**src/hw/psc_pkg.sv**
```systemverilog
package psc_pkg;
   // Pad counts
   localparam int NUM_DIG  = 23;
   localparam int NUM_MIX  = 4;
   // Device power states
   typedef enum logic [2:0] {
      PSC_CORE_OFF,
      PSC_POR,
      PSC_DEFAULT,
      PSC_PROC_ACTIVE,
      PSC_RADIO_ACTIVE,
      PSC_DEEP_SLEEP
   } psc_state_t;
   // Reset values of firmware pad settings
   localparam logic RST_OE       = 1'b0;
   localparam logic RST_LEVEL    = 1'b0;
   localparam logic RST_PULL_EN  = 1'b1;
   localparam logic RST_PULL_UP  = 1'b1;
   localparam logic RST_ANALOG   = 1'b1;
   localparam logic RST_CFG_DONE = 1'b0;
endpackage : psc_pkg

```
**src/hw/psc_pad_if.sv**
```systemverilog
`timescale 1ns/1ps
interface psc_pad_if;
   logic oe;
   logic level;
   logic ie;
   logic pull_en;
   logic pull_up;
   modport ctrl (output oe, output level, output ie, output pull_en, output pull_up);
   modport pad  (input oe, input level, input ie, input pull_en, input pull_up);
endinterface : psc_pad_if

```
**src/hw/psc_pad_cell.sv**
```systemverilog
`timescale 1ns/1ps
// One pad: retention latch plus state-based override, registered outputs
module psc_pad_cell
   import psc_pkg::*;
(
   input  wire logic                sys_clk_i,
   input  wire logic                resetn_i,
   input  wire psc_pkg::psc_state_t state_i,
   input  wire logic                cfg_done_i,
   input  wire logic                retain_en_i,
   input  wire logic                por_pull_i,
   input  wire logic                default_ie_i,
   input  wire logic                analog_i,
   input  wire logic                fw_oe_i,
   input  wire logic                fw_level_i,
   input  wire logic                fw_pull_en_i,
   input  wire logic                fw_pull_up_i,
   psc_pad_if.ctrl                  pad
);
   logic ret_oe_q, ret_lvl_q, ret_pen_q, ret_pup_q;
   logic oe_d, lvl_d, pen_d, pup_d, ie_d;
   logic oe_q, lvl_q, pen_q, pup_q, ie_q;
   wire  sleeping = (state_i == PSC_DEEP_SLEEP) && retain_en_i;
   wire  active   = (state_i == PSC_PROC_ACTIVE) || (state_i == PSC_RADIO_ACTIVE) ||
                    ((state_i == PSC_DEEP_SLEEP) && !retain_en_i);

   always_comb
   begin
      oe_d  = 1'b0;
      lvl_d = 1'b0;
      pen_d = 1'b0;
      pup_d = 1'b0;
      ie_d  = 1'b0;
      if (analog_i)
      begin
         oe_d = 1'b0; // Analog wins over everything
      end
      else if (state_i == PSC_POR)
      begin
         pen_d = por_pull_i;
         pup_d = por_pull_i;
      end
      else if (state_i == PSC_DEFAULT || ((active || sleeping) && !cfg_done_i))
      begin
         ie_d  = default_ie_i;
         pen_d = default_ie_i;
         pup_d = default_ie_i;
      end
      else if (sleeping)
      begin
         oe_d  = ret_oe_q;
         lvl_d = ret_lvl_q;
         pen_d = ret_pen_q;
         pup_d = ret_pup_q;
         ie_d  = !ret_oe_q;
      end
      else if (active)
      begin
         oe_d  = fw_oe_i;
         lvl_d = fw_level_i;
         pen_d = fw_pull_en_i;
         pup_d = fw_pull_up_i;
         ie_d  = !fw_oe_i;
      end
   end

   // Capture while awake, freeze during sleep
   always_ff @(posedge sys_clk_i)
   begin
      if (!resetn_i)
      begin
         ret_oe_q  <= RST_OE;
         ret_lvl_q <= RST_LEVEL;
         ret_pen_q <= RST_PULL_EN;
         ret_pup_q <= RST_PULL_UP;
      end
      else if (!sleeping)
      begin
         ret_oe_q  <= fw_oe_i;
         ret_lvl_q <= fw_level_i;
         ret_pen_q <= fw_pull_en_i;
         ret_pup_q <= fw_pull_up_i;
      end
   end

   always_ff @(posedge sys_clk_i)
   begin
      if (!resetn_i)
      begin
         oe_q  <= 1'b0; // Core-off: all off
         lvl_q <= 1'b0;
         pen_q <= 1'b0;
         pup_q <= 1'b0;
         ie_q  <= 1'b0;
      end
      else
      begin
         oe_q  <= oe_d;
         lvl_q <= lvl_d;
         pen_q <= pen_d;
         pup_q <= pup_d;
         ie_q  <= ie_d;
      end
   end

   assign pad.oe      = oe_q;
   assign pad.level   = lvl_q;
   assign pad.ie      = ie_q;
   assign pad.pull_en = pen_q;
   assign pad.pull_up = pup_q;
endmodule : psc_pad_cell

```
**src/hw/psc_pad_state_ctrl.sv**
```systemverilog
// Overview of operation
// - Core off: every pad Hi-Z, input and pull disabled.
// - Power-on reset: all off; only wake pad pull-up enabled.
// - Unconfigured default: digital pads Hi-Z, input on, pull-up on.
// - Unconfigured default: mixed-signal pads input and pulls off.
// - Active states: oe, level, pull enable and direction follow firmware.
// - Firmware or retained: input enabled exactly when output disabled.
// - Deep sleep: switchable pads hold previous oe, level and pull.
// - Wake pad has no retention; behaves as in active states.
// - Mixed-signal analog select resets to analog, forcing everything off.
// - Analog mode overrides deep-sleep retention on mixed-signal pads.
// - No deep sleep while wake pin high; else on sleep request with no radio events pending.
`timescale 1ns/1ps
module psc_pad_state_ctrl
   import psc_pkg::*;
#(
   parameter int N_DIG = NUM_DIG,
   parameter int N_MIX = NUM_MIX
)(
   input  wire logic             sys_clk_i,
   input  wire logic             resetn_i,
   input  wire logic             core_enable_pin_i,
   input  wire logic             por_pulse_i,
   input  wire logic             radio_on_i,
   input  wire logic             sleep_req_i,
   input  wire logic             radio_events_pending_i,
   input  wire logic             cfg_done_i,
   input  wire logic [N_DIG-1:0] dig_oe_i,
   input  wire logic [N_DIG-1:0] dig_level_i,
   input  wire logic [N_DIG-1:0] dig_pull_en_i,
   input  wire logic [N_DIG-1:0] dig_pull_up_i,
   input  wire logic             wake_oe_i,
   input  wire logic             wake_level_i,
   input  wire logic             wake_pull_en_i,
   input  wire logic             wake_pull_up_i,
   input  wire logic [N_MIX-1:0] mix_oe_i,
   input  wire logic [N_MIX-1:0] mix_level_i,
   input  wire logic [N_MIX-1:0] mix_pull_en_i,
   input  wire logic [N_MIX-1:0] mix_pull_up_i,
   input  wire logic [N_MIX-1:0] mix_digital_i,
   input  wire logic             wake_pin_i,
   output logic      [2:0]       state_o,
   output logic      [N_DIG-1:0] dig_oe_o,
   output logic      [N_DIG-1:0] dig_level_o,
   output logic      [N_DIG-1:0] dig_ie_o,
   output logic      [N_DIG-1:0] dig_pull_en_o,
   output logic      [N_DIG-1:0] dig_pull_up_o,
   output logic                  wake_oe_o,
   output logic                  wake_level_o,
   output logic                  wake_ie_o,
   output logic                  wake_pull_en_o,
   output logic                  wake_pull_up_o,
   output logic      [N_MIX-1:0] mix_oe_o,
   output logic      [N_MIX-1:0] mix_level_o,
   output logic      [N_MIX-1:0] mix_ie_o,
   output logic      [N_MIX-1:0] mix_pull_en_o,
   output logic      [N_MIX-1:0] mix_pull_up_o
);
   import psc_pkg::*;

   psc_state_t       state_q, state_d;
   psc_state_t       run_st;
   logic             cfg_q, cfg_d;
   logic [N_MIX-1:0] analog_q, analog_d;

   // State decodes
   wire sleep_ok   = sleep_req_i && !wake_pin_i && !radio_events_pending_i;
   wire wake_exit  = wake_pin_i || !sleep_req_i || radio_events_pending_i;
   wire core_down  = (state_q == PSC_CORE_OFF) || (state_q == PSC_POR);
   wire enter_down = (state_d == PSC_CORE_OFF) || (state_d == PSC_POR);
   wire in_sleep   = (state_q == PSC_DEEP_SLEEP);
   assign run_st   = psc_state_t'(radio_on_i ? PSC_RADIO_ACTIVE : PSC_PROC_ACTIVE);

   // Power-state sequencer
   always_comb
   begin
      state_d = state_q;
      if (!core_enable_pin_i)
      begin
         state_d = PSC_CORE_OFF;
      end
      else if (por_pulse_i)
      begin
         state_d = PSC_POR;
      end
      else
      begin
         case (state_q)
            PSC_CORE_OFF:     state_d = PSC_POR;
            PSC_POR:          state_d = PSC_DEFAULT;
            PSC_DEFAULT:      state_d = psc_state_t'(cfg_q ? run_st : PSC_DEFAULT);
            PSC_PROC_ACTIVE,
            PSC_RADIO_ACTIVE: state_d = psc_state_t'(sleep_ok ? PSC_DEEP_SLEEP : run_st);
            PSC_DEEP_SLEEP:   state_d = psc_state_t'(wake_exit ? run_st : PSC_DEEP_SLEEP);
            default:          state_d = PSC_CORE_OFF;
         endcase
      end
   end

   // Sticky configuration flag, cleared on the way down
   assign cfg_d = enter_down ? RST_CFG_DONE : (cfg_q || cfg_done_i);

   // Analog select: reset to analog, frozen in sleep
   always_comb
   begin
      analog_d = ~mix_digital_i;
      if (core_down)
      begin
         analog_d = {N_MIX{RST_ANALOG}};
      end
      else if (in_sleep)
      begin
         analog_d = analog_q;
      end
   end

   always_ff @(posedge sys_clk_i)
   begin
      if (!resetn_i)
      begin
         state_q  <= PSC_CORE_OFF;
         cfg_q    <= RST_CFG_DONE;
         analog_q <= {N_MIX{RST_ANALOG}};
      end
      else
      begin
         state_q  <= state_d;
         cfg_q    <= cfg_d;
         analog_q <= analog_d;
      end
   end

   assign state_o = 3'(state_q);

   // Per pad-type ties
   localparam logic DIG_RETAIN  = 1'b1;
   localparam logic WAKE_RETAIN = 1'b0;
   localparam logic WAKE_POR_PU = 1'b1;
   localparam logic DIG_DFLT_IE = 1'b1;
   localparam logic MIX_DFLT_IE = 1'b0;

   genvar g;
   generate
      // Switchable-domain digital pads
      for (g = 0; g < N_DIG; g++)
      begin : g_dig
         psc_pad_if p ();
         psc_pad_cell u_cell (
            .sys_clk_i    (sys_clk_i),
            .resetn_i     (resetn_i),
            .state_i      (state_q),
            .cfg_done_i   (cfg_q),
            .retain_en_i  (DIG_RETAIN),
            .por_pull_i   (1'b0),
            .default_ie_i (DIG_DFLT_IE),
            .analog_i     (1'b0),
            .fw_oe_i      (dig_oe_i[g]),
            .fw_level_i   (dig_level_i[g]),
            .fw_pull_en_i (dig_pull_en_i[g]),
            .fw_pull_up_i (dig_pull_up_i[g]),
            .pad          (p.ctrl)
         );
         assign dig_oe_o[g]      = p.oe;
         assign dig_level_o[g]   = p.level;
         assign dig_ie_o[g]      = p.ie;
         assign dig_pull_en_o[g] = p.pull_en;
         assign dig_pull_up_o[g] = p.pull_up;
      end

      // Mixed-signal pads, analog select first
      for (g = 0; g < N_MIX; g++)
      begin : g_mix
         psc_pad_if p ();
         psc_pad_cell u_cell (
            .sys_clk_i    (sys_clk_i),
            .resetn_i     (resetn_i),
            .state_i      (state_q),
            .cfg_done_i   (cfg_q),
            .retain_en_i  (DIG_RETAIN),
            .por_pull_i   (1'b0),
            .default_ie_i (MIX_DFLT_IE),
            .analog_i     (analog_q[g]),
            .fw_oe_i      (mix_oe_i[g]),
            .fw_level_i   (mix_level_i[g]),
            .fw_pull_en_i (mix_pull_en_i[g]),
            .fw_pull_up_i (mix_pull_up_i[g]),
            .pad          (p.ctrl)
         );
         assign mix_oe_o[g]      = p.oe;
         assign mix_level_o[g]   = p.level;
         assign mix_ie_o[g]      = p.ie;
         assign mix_pull_en_o[g] = p.pull_en;
         assign mix_pull_up_o[g] = p.pull_up;
      end
   endgenerate

   // Wake pad: no retention, pull-up during power-on reset
   psc_pad_if wk ();
   psc_pad_cell u_wake (
      .sys_clk_i    (sys_clk_i),
      .resetn_i     (resetn_i),
      .state_i      (state_q),
      .cfg_done_i   (cfg_q),
      .retain_en_i  (WAKE_RETAIN),
      .por_pull_i   (WAKE_POR_PU),
      .default_ie_i (DIG_DFLT_IE),
      .analog_i     (1'b0),
      .fw_oe_i      (wake_oe_i),
      .fw_level_i   (wake_level_i),
      .fw_pull_en_i (wake_pull_en_i),
      .fw_pull_up_i (wake_pull_up_i),
      .pad          (wk.ctrl)
   );
   assign wake_oe_o      = wk.oe;
   assign wake_level_o   = wk.level;
   assign wake_ie_o      = wk.ie;
   assign wake_pull_en_o = wk.pull_en;
   assign wake_pull_up_o = wk.pull_up;
endmodule : psc_pad_state_ctrl

```
**config.mk**
```make
export PLATFORM = sky130hd
export DESIGN_NAME = psc_pad_state_ctrl
export DESIGN_NICKNAME = d
export VERILOG_FILES = /design/src/hw/psc_pkg.sv /design/src/hw/psc_pad_if.sv /design/src/hw/psc_pad_cell.sv /design/src/hw/psc_pad_state_ctrl.sv
export SDC_FILE = /design/constraint.sdc
export NUM_CORES = 1
export LEC_CHECK = 0
export ABC_AREA = 1
export BUFFER_PORTS_ARGS = -buffer_cell sky130_fd_sc_hd__buf_2
export CELL_PAD_IN_SITES_DETAIL_PLACEMENT = 0
export CELL_PAD_IN_SITES_GLOBAL_PLACEMENT = 1
export CORE_MARGIN = 2
export CORE_UTILIZATION = 42
export DETAILED_ROUTE_END_ITERATION = 10
export PLACE_DENSITY = 0.93
export SYNTH_ARGS = -nofsm -noshare
export SYNTH_HDL_FRONTEND = slang
export SYNTH_SLANG_ARGS = --single-unit
```
**constraint.sdc**
```tcl
create_clock -name sys_clk_i -period 2 [get_ports sys_clk_i]
set_input_delay 0 -clock sys_clk_i [delete_from_list [all_inputs] [get_ports sys_clk_i]]
set_output_delay 0 -clock sys_clk_i [all_outputs]
set_load 0.01 [all_outputs]
```
### Yosys cells after proc, flatten, opt, wreduce, memory -nomap -nowiden

Cells that the tools add are included.

| operators by class | value |
|---|---|
| bitwise operators | 3 |
| reduce and logical (&&, ||, !) cells | 82 |
| eq/ne operators | 6 |
| muxes and demuxes | 354 |

Operators by type and width:

| operator | count |
|---|---|
| $mux W1 | 347 |
| $logic_not A1 Y1 | 59 |
| $reduce_or A4 Y1 | 5 |
| $mux W3 | 6 |
| $pmux W3 S5 | 1 |
| $logic_or A1 B1 Y1 | 8 |
| $reduce_or A2 Y1 | 4 |
| $eq A3 B1 Y1 const B | 2 |
| $eq A3 B2 Y1 const B | 2 |
| $eq A3 B3 Y1 const B | 2 |
| $logic_not A3 Y1 | 2 |
| $not A4 Y4 | 1 |
| $logic_and A1 B1 Y1 | 3 |
| $reduce_or A3 Y1 | 1 |
| $not A1 Y1 | 2 |

| storage, ports and cells | value |
|---|---|
| output and inout bits | 143 |
| register bits after elaboration | 256 |
| word-level logic and storage cells | 696 |

### Longest topological paths before layout

| logic depth | value |
|---|---|
| depth in word-level cells | 10 |
| mapped depth | 10 |

### Modules after synthesis

Synthesis repeated with hierarchy kept, for this count alone.

| second synthesis, totals | value |
|---|---|
| cells, all modules | 2025 |
| area total of the unflattened synthesis | 13312.8 um^2 |

Modules (own cells, without submodules):

| module | cells an instance | area each (um^2) | instances | sequential area each (um^2) |
|---|---|---|---|---|
| psc_pad_cell | 65 | 422.9 | 28 | 180.2 |
| psc_pad_state_ctrl | 205 | 1471.4 | 1 | 160.2 |

### Worst setup path before layout

OpenSTA, ideal clock, no wires.

| path | value |
|---|---|
| path kind | flip-flop to flip-flop |
| start | register state_q[1] (netlist: state_o[1]) |
| end | register g_dig[0].u_cell.oe_q |
| cell stages (with the launch flop) | 9 |
| period minus slack after synthesis | 1423 ps |
| data required time | 1882 ps |
| data arrival time | 1305 ps |
| setup slack | 577 ps |
| cells stage by stage | dfxtp_1 > inv_2 > nand3_2 > buf_4 > inv_2 > buf_6 > buf_4 > a22oi_1 > nor2_2 |

| between the ends | value |
|---|---|
| cells in the longest elaborated chain, start to end | 6 |
| elaborated cells on any way between the ends | 12 |
| classes of those cells | eq/ne: 5; mux: 2; reduce/logical: 5 |

RTL lines:

| element | line | text |
|---|---|---|
| start: declaration | psc_pad_state_ctrl.sv:61 | `psc_state_t state_q, state_d;` |
| start signal: assignment | psc_pad_state_ctrl.sv:127 | `state_q <= state_d;` |
| $eq A3 B2 Y1 / $eq A3 B3 Y1 (equally long branches) | psc_pad_cell.sv:24 | `wire active = (state_i == PSC_PROC_ACTIVE) \|\| (state_i == PSC_RADIO_ACTIVE) \|\|` |
| $logic_or A1 B1 Y1 | psc_pad_cell.sv:24 |  |
| $logic_or A1 B1 Y1 | psc_pad_cell.sv:43 | `else if (state_i == PSC_DEFAULT \|\| ((active \|\| sleeping) && !cfg_done_i))` |
| $logic_and A1 B1 Y1 | psc_pad_cell.sv:43 |  |
| $logic_or A1 B1 Y1 | psc_pad_cell.sv:43 |  |
| $reduce_or A3 Y1 (no line) | - |  |
| end signal: assignment | psc_pad_cell.sv:90 | `oe_q <= 1'b0;` |
| end signal: assignment | psc_pad_cell.sv:98 | `oe_q <= oe_d;` |
| end: declaration | psc_pad_cell.sv:22 | `logic oe_q, lvl_q, pen_q, pup_q, ie_q;` |

Parallel ways exist; a longest one is shown, timed or not.
A chain may end at the register's enable or synchronous reset.

### Final worst setup path

| path | value |
|---|---|
| start | register state_q[2] (netlist: state_o[2]) |
| end | register g_mix[0].u_cell.ret_pup_q |

| between the ends | value |
|---|---|
| cells in the longest elaborated chain, start to end | 1 |

RTL lines:

| element | line | text |
|---|---|---|
| $eq A3 B3 Y1 | - |  |
| end signal: assignment | psc_pad_cell.sv:82 | `ret_pup_q <= fw_pull_up_i;` |
| end: declaration | psc_pad_cell.sv:20 | `logic ret_oe_q, ret_lvl_q, ret_pen_q, ret_pup_q;` |

Every way passes these cells.

==> results_dict.tcl <==
set metrics [dict create \
    run_status "completed" \
    finalHoldViolCount 0 \
    clock-sinks 256 \
    switchingPower_mw 2.43 \
    portBuffers 267 \
    worstPathArrival_ns 2.19 \
    fin_hold_ws_ns 0.0697 \
    drt_iter0_markers 469 \
    num_io_pins 268 \
    coreArea_mm2 0.0243 \
    setup_viol 0 \
    finalMaxSlewViolations 0 \
    synth.distinct_cells 27 \
    cts_tree "built" \
    timing.rr.start "state_o[2]" \
    power.leakage_nw 6.45 \
    place_congestion 0.798 \
    ys_seq_area_share_pct 49.3 \
    yosysTopAreaCellShare_pct 49.3 \
    rows 57 \
    skew_ns 0.0128 \
    grt_pass1_vias 8635 \
    nNetsFinal 1630 \
    syn_area_mm2 0.0104 \
    setup_tns_ns 0 \
    dr.pass1.iters 7 \
    slew_headroom_pct 67.4 \
    viasPerCell 4.75 \
    path_max_fanout 45 \
    worst_pin_slew_ns 0.488 \
    clk_latency_ns 0.52 \
    grt_setup_unrepaired "false" \
    fin_total_pwr_mw 11.1 \
    fin_ws_ns 0.218 \
    wl_um 27600 \
    start_util_pct 42.8 \
    crit_path_max_incr_delay_ns 0.58 \
    syn_area_per_cell_um2 8.26 \
    path_depth 5 \
    synth-seq-cells 256 \
    required_ns 2.41 \
    crit_start "state_o[2]" \
    maxCapViolations 0 \
    powerDensity_mw_per_mm2 838 \
    endpoint_kind "flip-flop" \
    power_frac_comb_pct 7.3 \
    antennaDiodeCount 0 \
    cpMaxStageDelayCell "dlygate4sd3_1" \
    sw_frac_of_total_pct 21.8 \
    critical_path_buf_inv_count 2 \
    hold_path.class "input port to flip-flop" \
    vias 8768 \
    startpoint_type "flip-flop" \
    p_seq_share_pct 47.6 \
    r2r-end "g_mix[0].u_cell.ret_pup_q" \
    clockBufferDepth 3 \
    async_reset_ff_share_pct 0 \
    die_h_um 161 \
    grt_pass1_wl_um 43700 \
    path_class "flip-flop to flip-flop" \
    cts_root_buf "clkbuf_16" \
    final_layout_size_suffix_gt1_share_pct 25.8 \
    fillerInstances 2160 \
    max_freq_ghz 0.561 \
    htreeDepth 1 \
    cpLargestDelayFamily "buffers and inverters" \
    grt_remaining_overflow 0 \
    endpoint "g_mix[0].u_cell.ret_pup_q" \
    ys_warn_count 0 \
    grt_max_degree 95 \
    cts-buffers-inserted 27 \
    antenna_found_initial 1 \
    period_needed_ns 1.78 \
    grt_use_total_pct 20.6 \
    synth.most_common_cell "dfxtp_1" \
    ir_drop_mv 0.631 \
    netlist.top_cell.by_area "dfxtp_1" \
    synth_edf_count 0 \
    final_antenna_net_count 0 \
    path_cells "nand3_4 -> buf_16 -> nand2_1 -> o211ai_1 -> dlygate4sd3_1" \
    p_int_mw 8.72 \
    yosys-top-cells-count "dfxtp_1, nand2_1, inv_1" \
    syn_nets 1385 \
    syn_to_final_growth_pct 27.8 \
    r2r_cells 5 \
    clkTransAtPathRegs_ns 0.06 \
    wl_per_cell_um 15.0 \
    p_clk_share_pct 45.2 \
    drc 0 \
    ys.flop_type "dfxtp_1" \
    hpwl_um 16900 \
    pre_cts_slack_ns 0.330 \
    die_w_um 161 \
    syn_inst 1260 \
    fin_crit_sh_pct 89.1 \
    die_area_mm2 0.0260 \
    synth_area_leaders "dfxtp_1, buf_4, nand2_1" \
    r2r_setup_slack_ns 0.22 \
]
==> placed cells by master (no fill, tap or decap), types with 16 or more instances in the layout <==
| master | netlist | routed |
|---|---|---|
| dfxtp_1 | 256 | 255 |
| buf_2 | 31 | 267 |
| nor2_2 | 41 | 41 |
| o211ai_1 | 53 | 53 |
| a22oi_1 | 76 | 76 |
| clkbuf_16 | 0 | 28 |
| dlygate4sd3_1 | 0 | 133 |
| inv_1 | 156 | 156 |
| nor2_1 | 95 | 95 |
| buf_4 | 149 | 16 |
| a21oi_1 | 130 | 130 |
| nand2_1 | 211 | 211 |
==> layer usage <==
layer	vias to the layer above	routed length [um]	track usage (%)
met1	4054	11900	25.5
met4	2	832	6.62
met5	-	8	0
met3	58	2060	5.16
met2	299	12900	35.2
li1	4355	-	-
==> power by group through the flow <==
| stage | Sequential [mW] | Clock (mW) | Combinational [mW] |
|---|---|---|---|
| 3_5_place_dp | 5.41 | 0 | 0.596 |
| 4_1_cts | 5.30 | 5.15 | 0.803 |
| 2_1_floorplan | 5.40 | 0 | 0.351 |
| 3_3_place_gp | 5.41 | 0 | 0.584 |
| 6_report | 5.30 | 5.03 | 0.809 |
| 5_1_grt | 5.32 | 5.35 | 0.894 |
==> cells by family after synthesis <==
| logic type | Yosys count | synth area share [%] |
|---|---|---|
| AOI/OAI and AO/OA | 267 | 16.1 |
| buffers and inverters | 375 | 19.9 |
| DFF | 256 | 49.3 |
| and+or+nand+nor | 362 | 14.6 |
==> final cells by class <==
| cell class | count | area, um2 | share of cell area, % |
|---|---|---|---|
| clock buffers | 39 | 781 | 5.87 |
| clock inverters | 7 | 113 | 0.847 |
| inverters | 163 | 617 | 4.64 |
| multi-input cells | 629 | 3220 | 24.2 |
| flip-flops and latches | 256 | 5130 | 38.5 |
| well taps | 324 | 405 | 3.05 |
| repair buffers | 428 | 3040 | 22.9 |
==> how the worst min path moves through the flow <==
stage                                 startpoint                to  slack [ns]  cells after the start
final                     radio_events_pending_i        state_o[0]        0.07                      8
after detailed placement        mix_digital_i[3]       analog_q[3]        0.22                      2
after floorplan                     wake_level_i  u_wake.pad.level        0.11                      2
after CTS                 radio_events_pending_i        state_o[0]        0.02                      8
after global placement              wake_level_i  u_wake.pad.level        0.21                      3
after global routing      radio_events_pending_i        state_o[0]        0.11                      8
==> per-stage QoR <==
stage,utilization (%),cell area (um2),instances
after floorplan,-,10400,1260
after global placement,45.3,11000,1662
after detailed placement,45.3,11000,1662
after CTS,54.4,13200,1841
after global routing,54.7,13300,1846
final,54.7,13300,1846
==> worst register-to-register path, stage by stage (launching register included) <==
cell and delay, ns:
dfxtp_1 0.48, nand3_4 0.18, buf_16 0.22, nand2_1 0.14, o211ai_1 0.08, dlygate4sd3_1 0.58
==> state kept, by name, summed over array words and instances (netlist names), 23 cells and up <==
name / count
g_dig.u_cell.pad.ie: 23
g_dig.u_cell.pad.level: 23
g_dig.u_cell.pad.oe: 23
g_dig.u_cell.pad.pull_en: 23
g_dig.u_cell.pad.pull_up: 23
g_dig.u_cell.ret_lvl_q: 23
g_dig.u_cell.ret_oe_q: 23
g_dig.u_cell.ret_pen_q: 23
g_dig.u_cell.ret_pup_q: 23
==> repair_timing <==
item | CTS | global route
endpoints found under the hold margin | 256 | 0
setup endpoints to repair | 0 | 8
buffers inserted | 0 | 4
hold buffers | 133 | 0
resized for setup | 0 | 2
(Power assumes the default switching activity.)
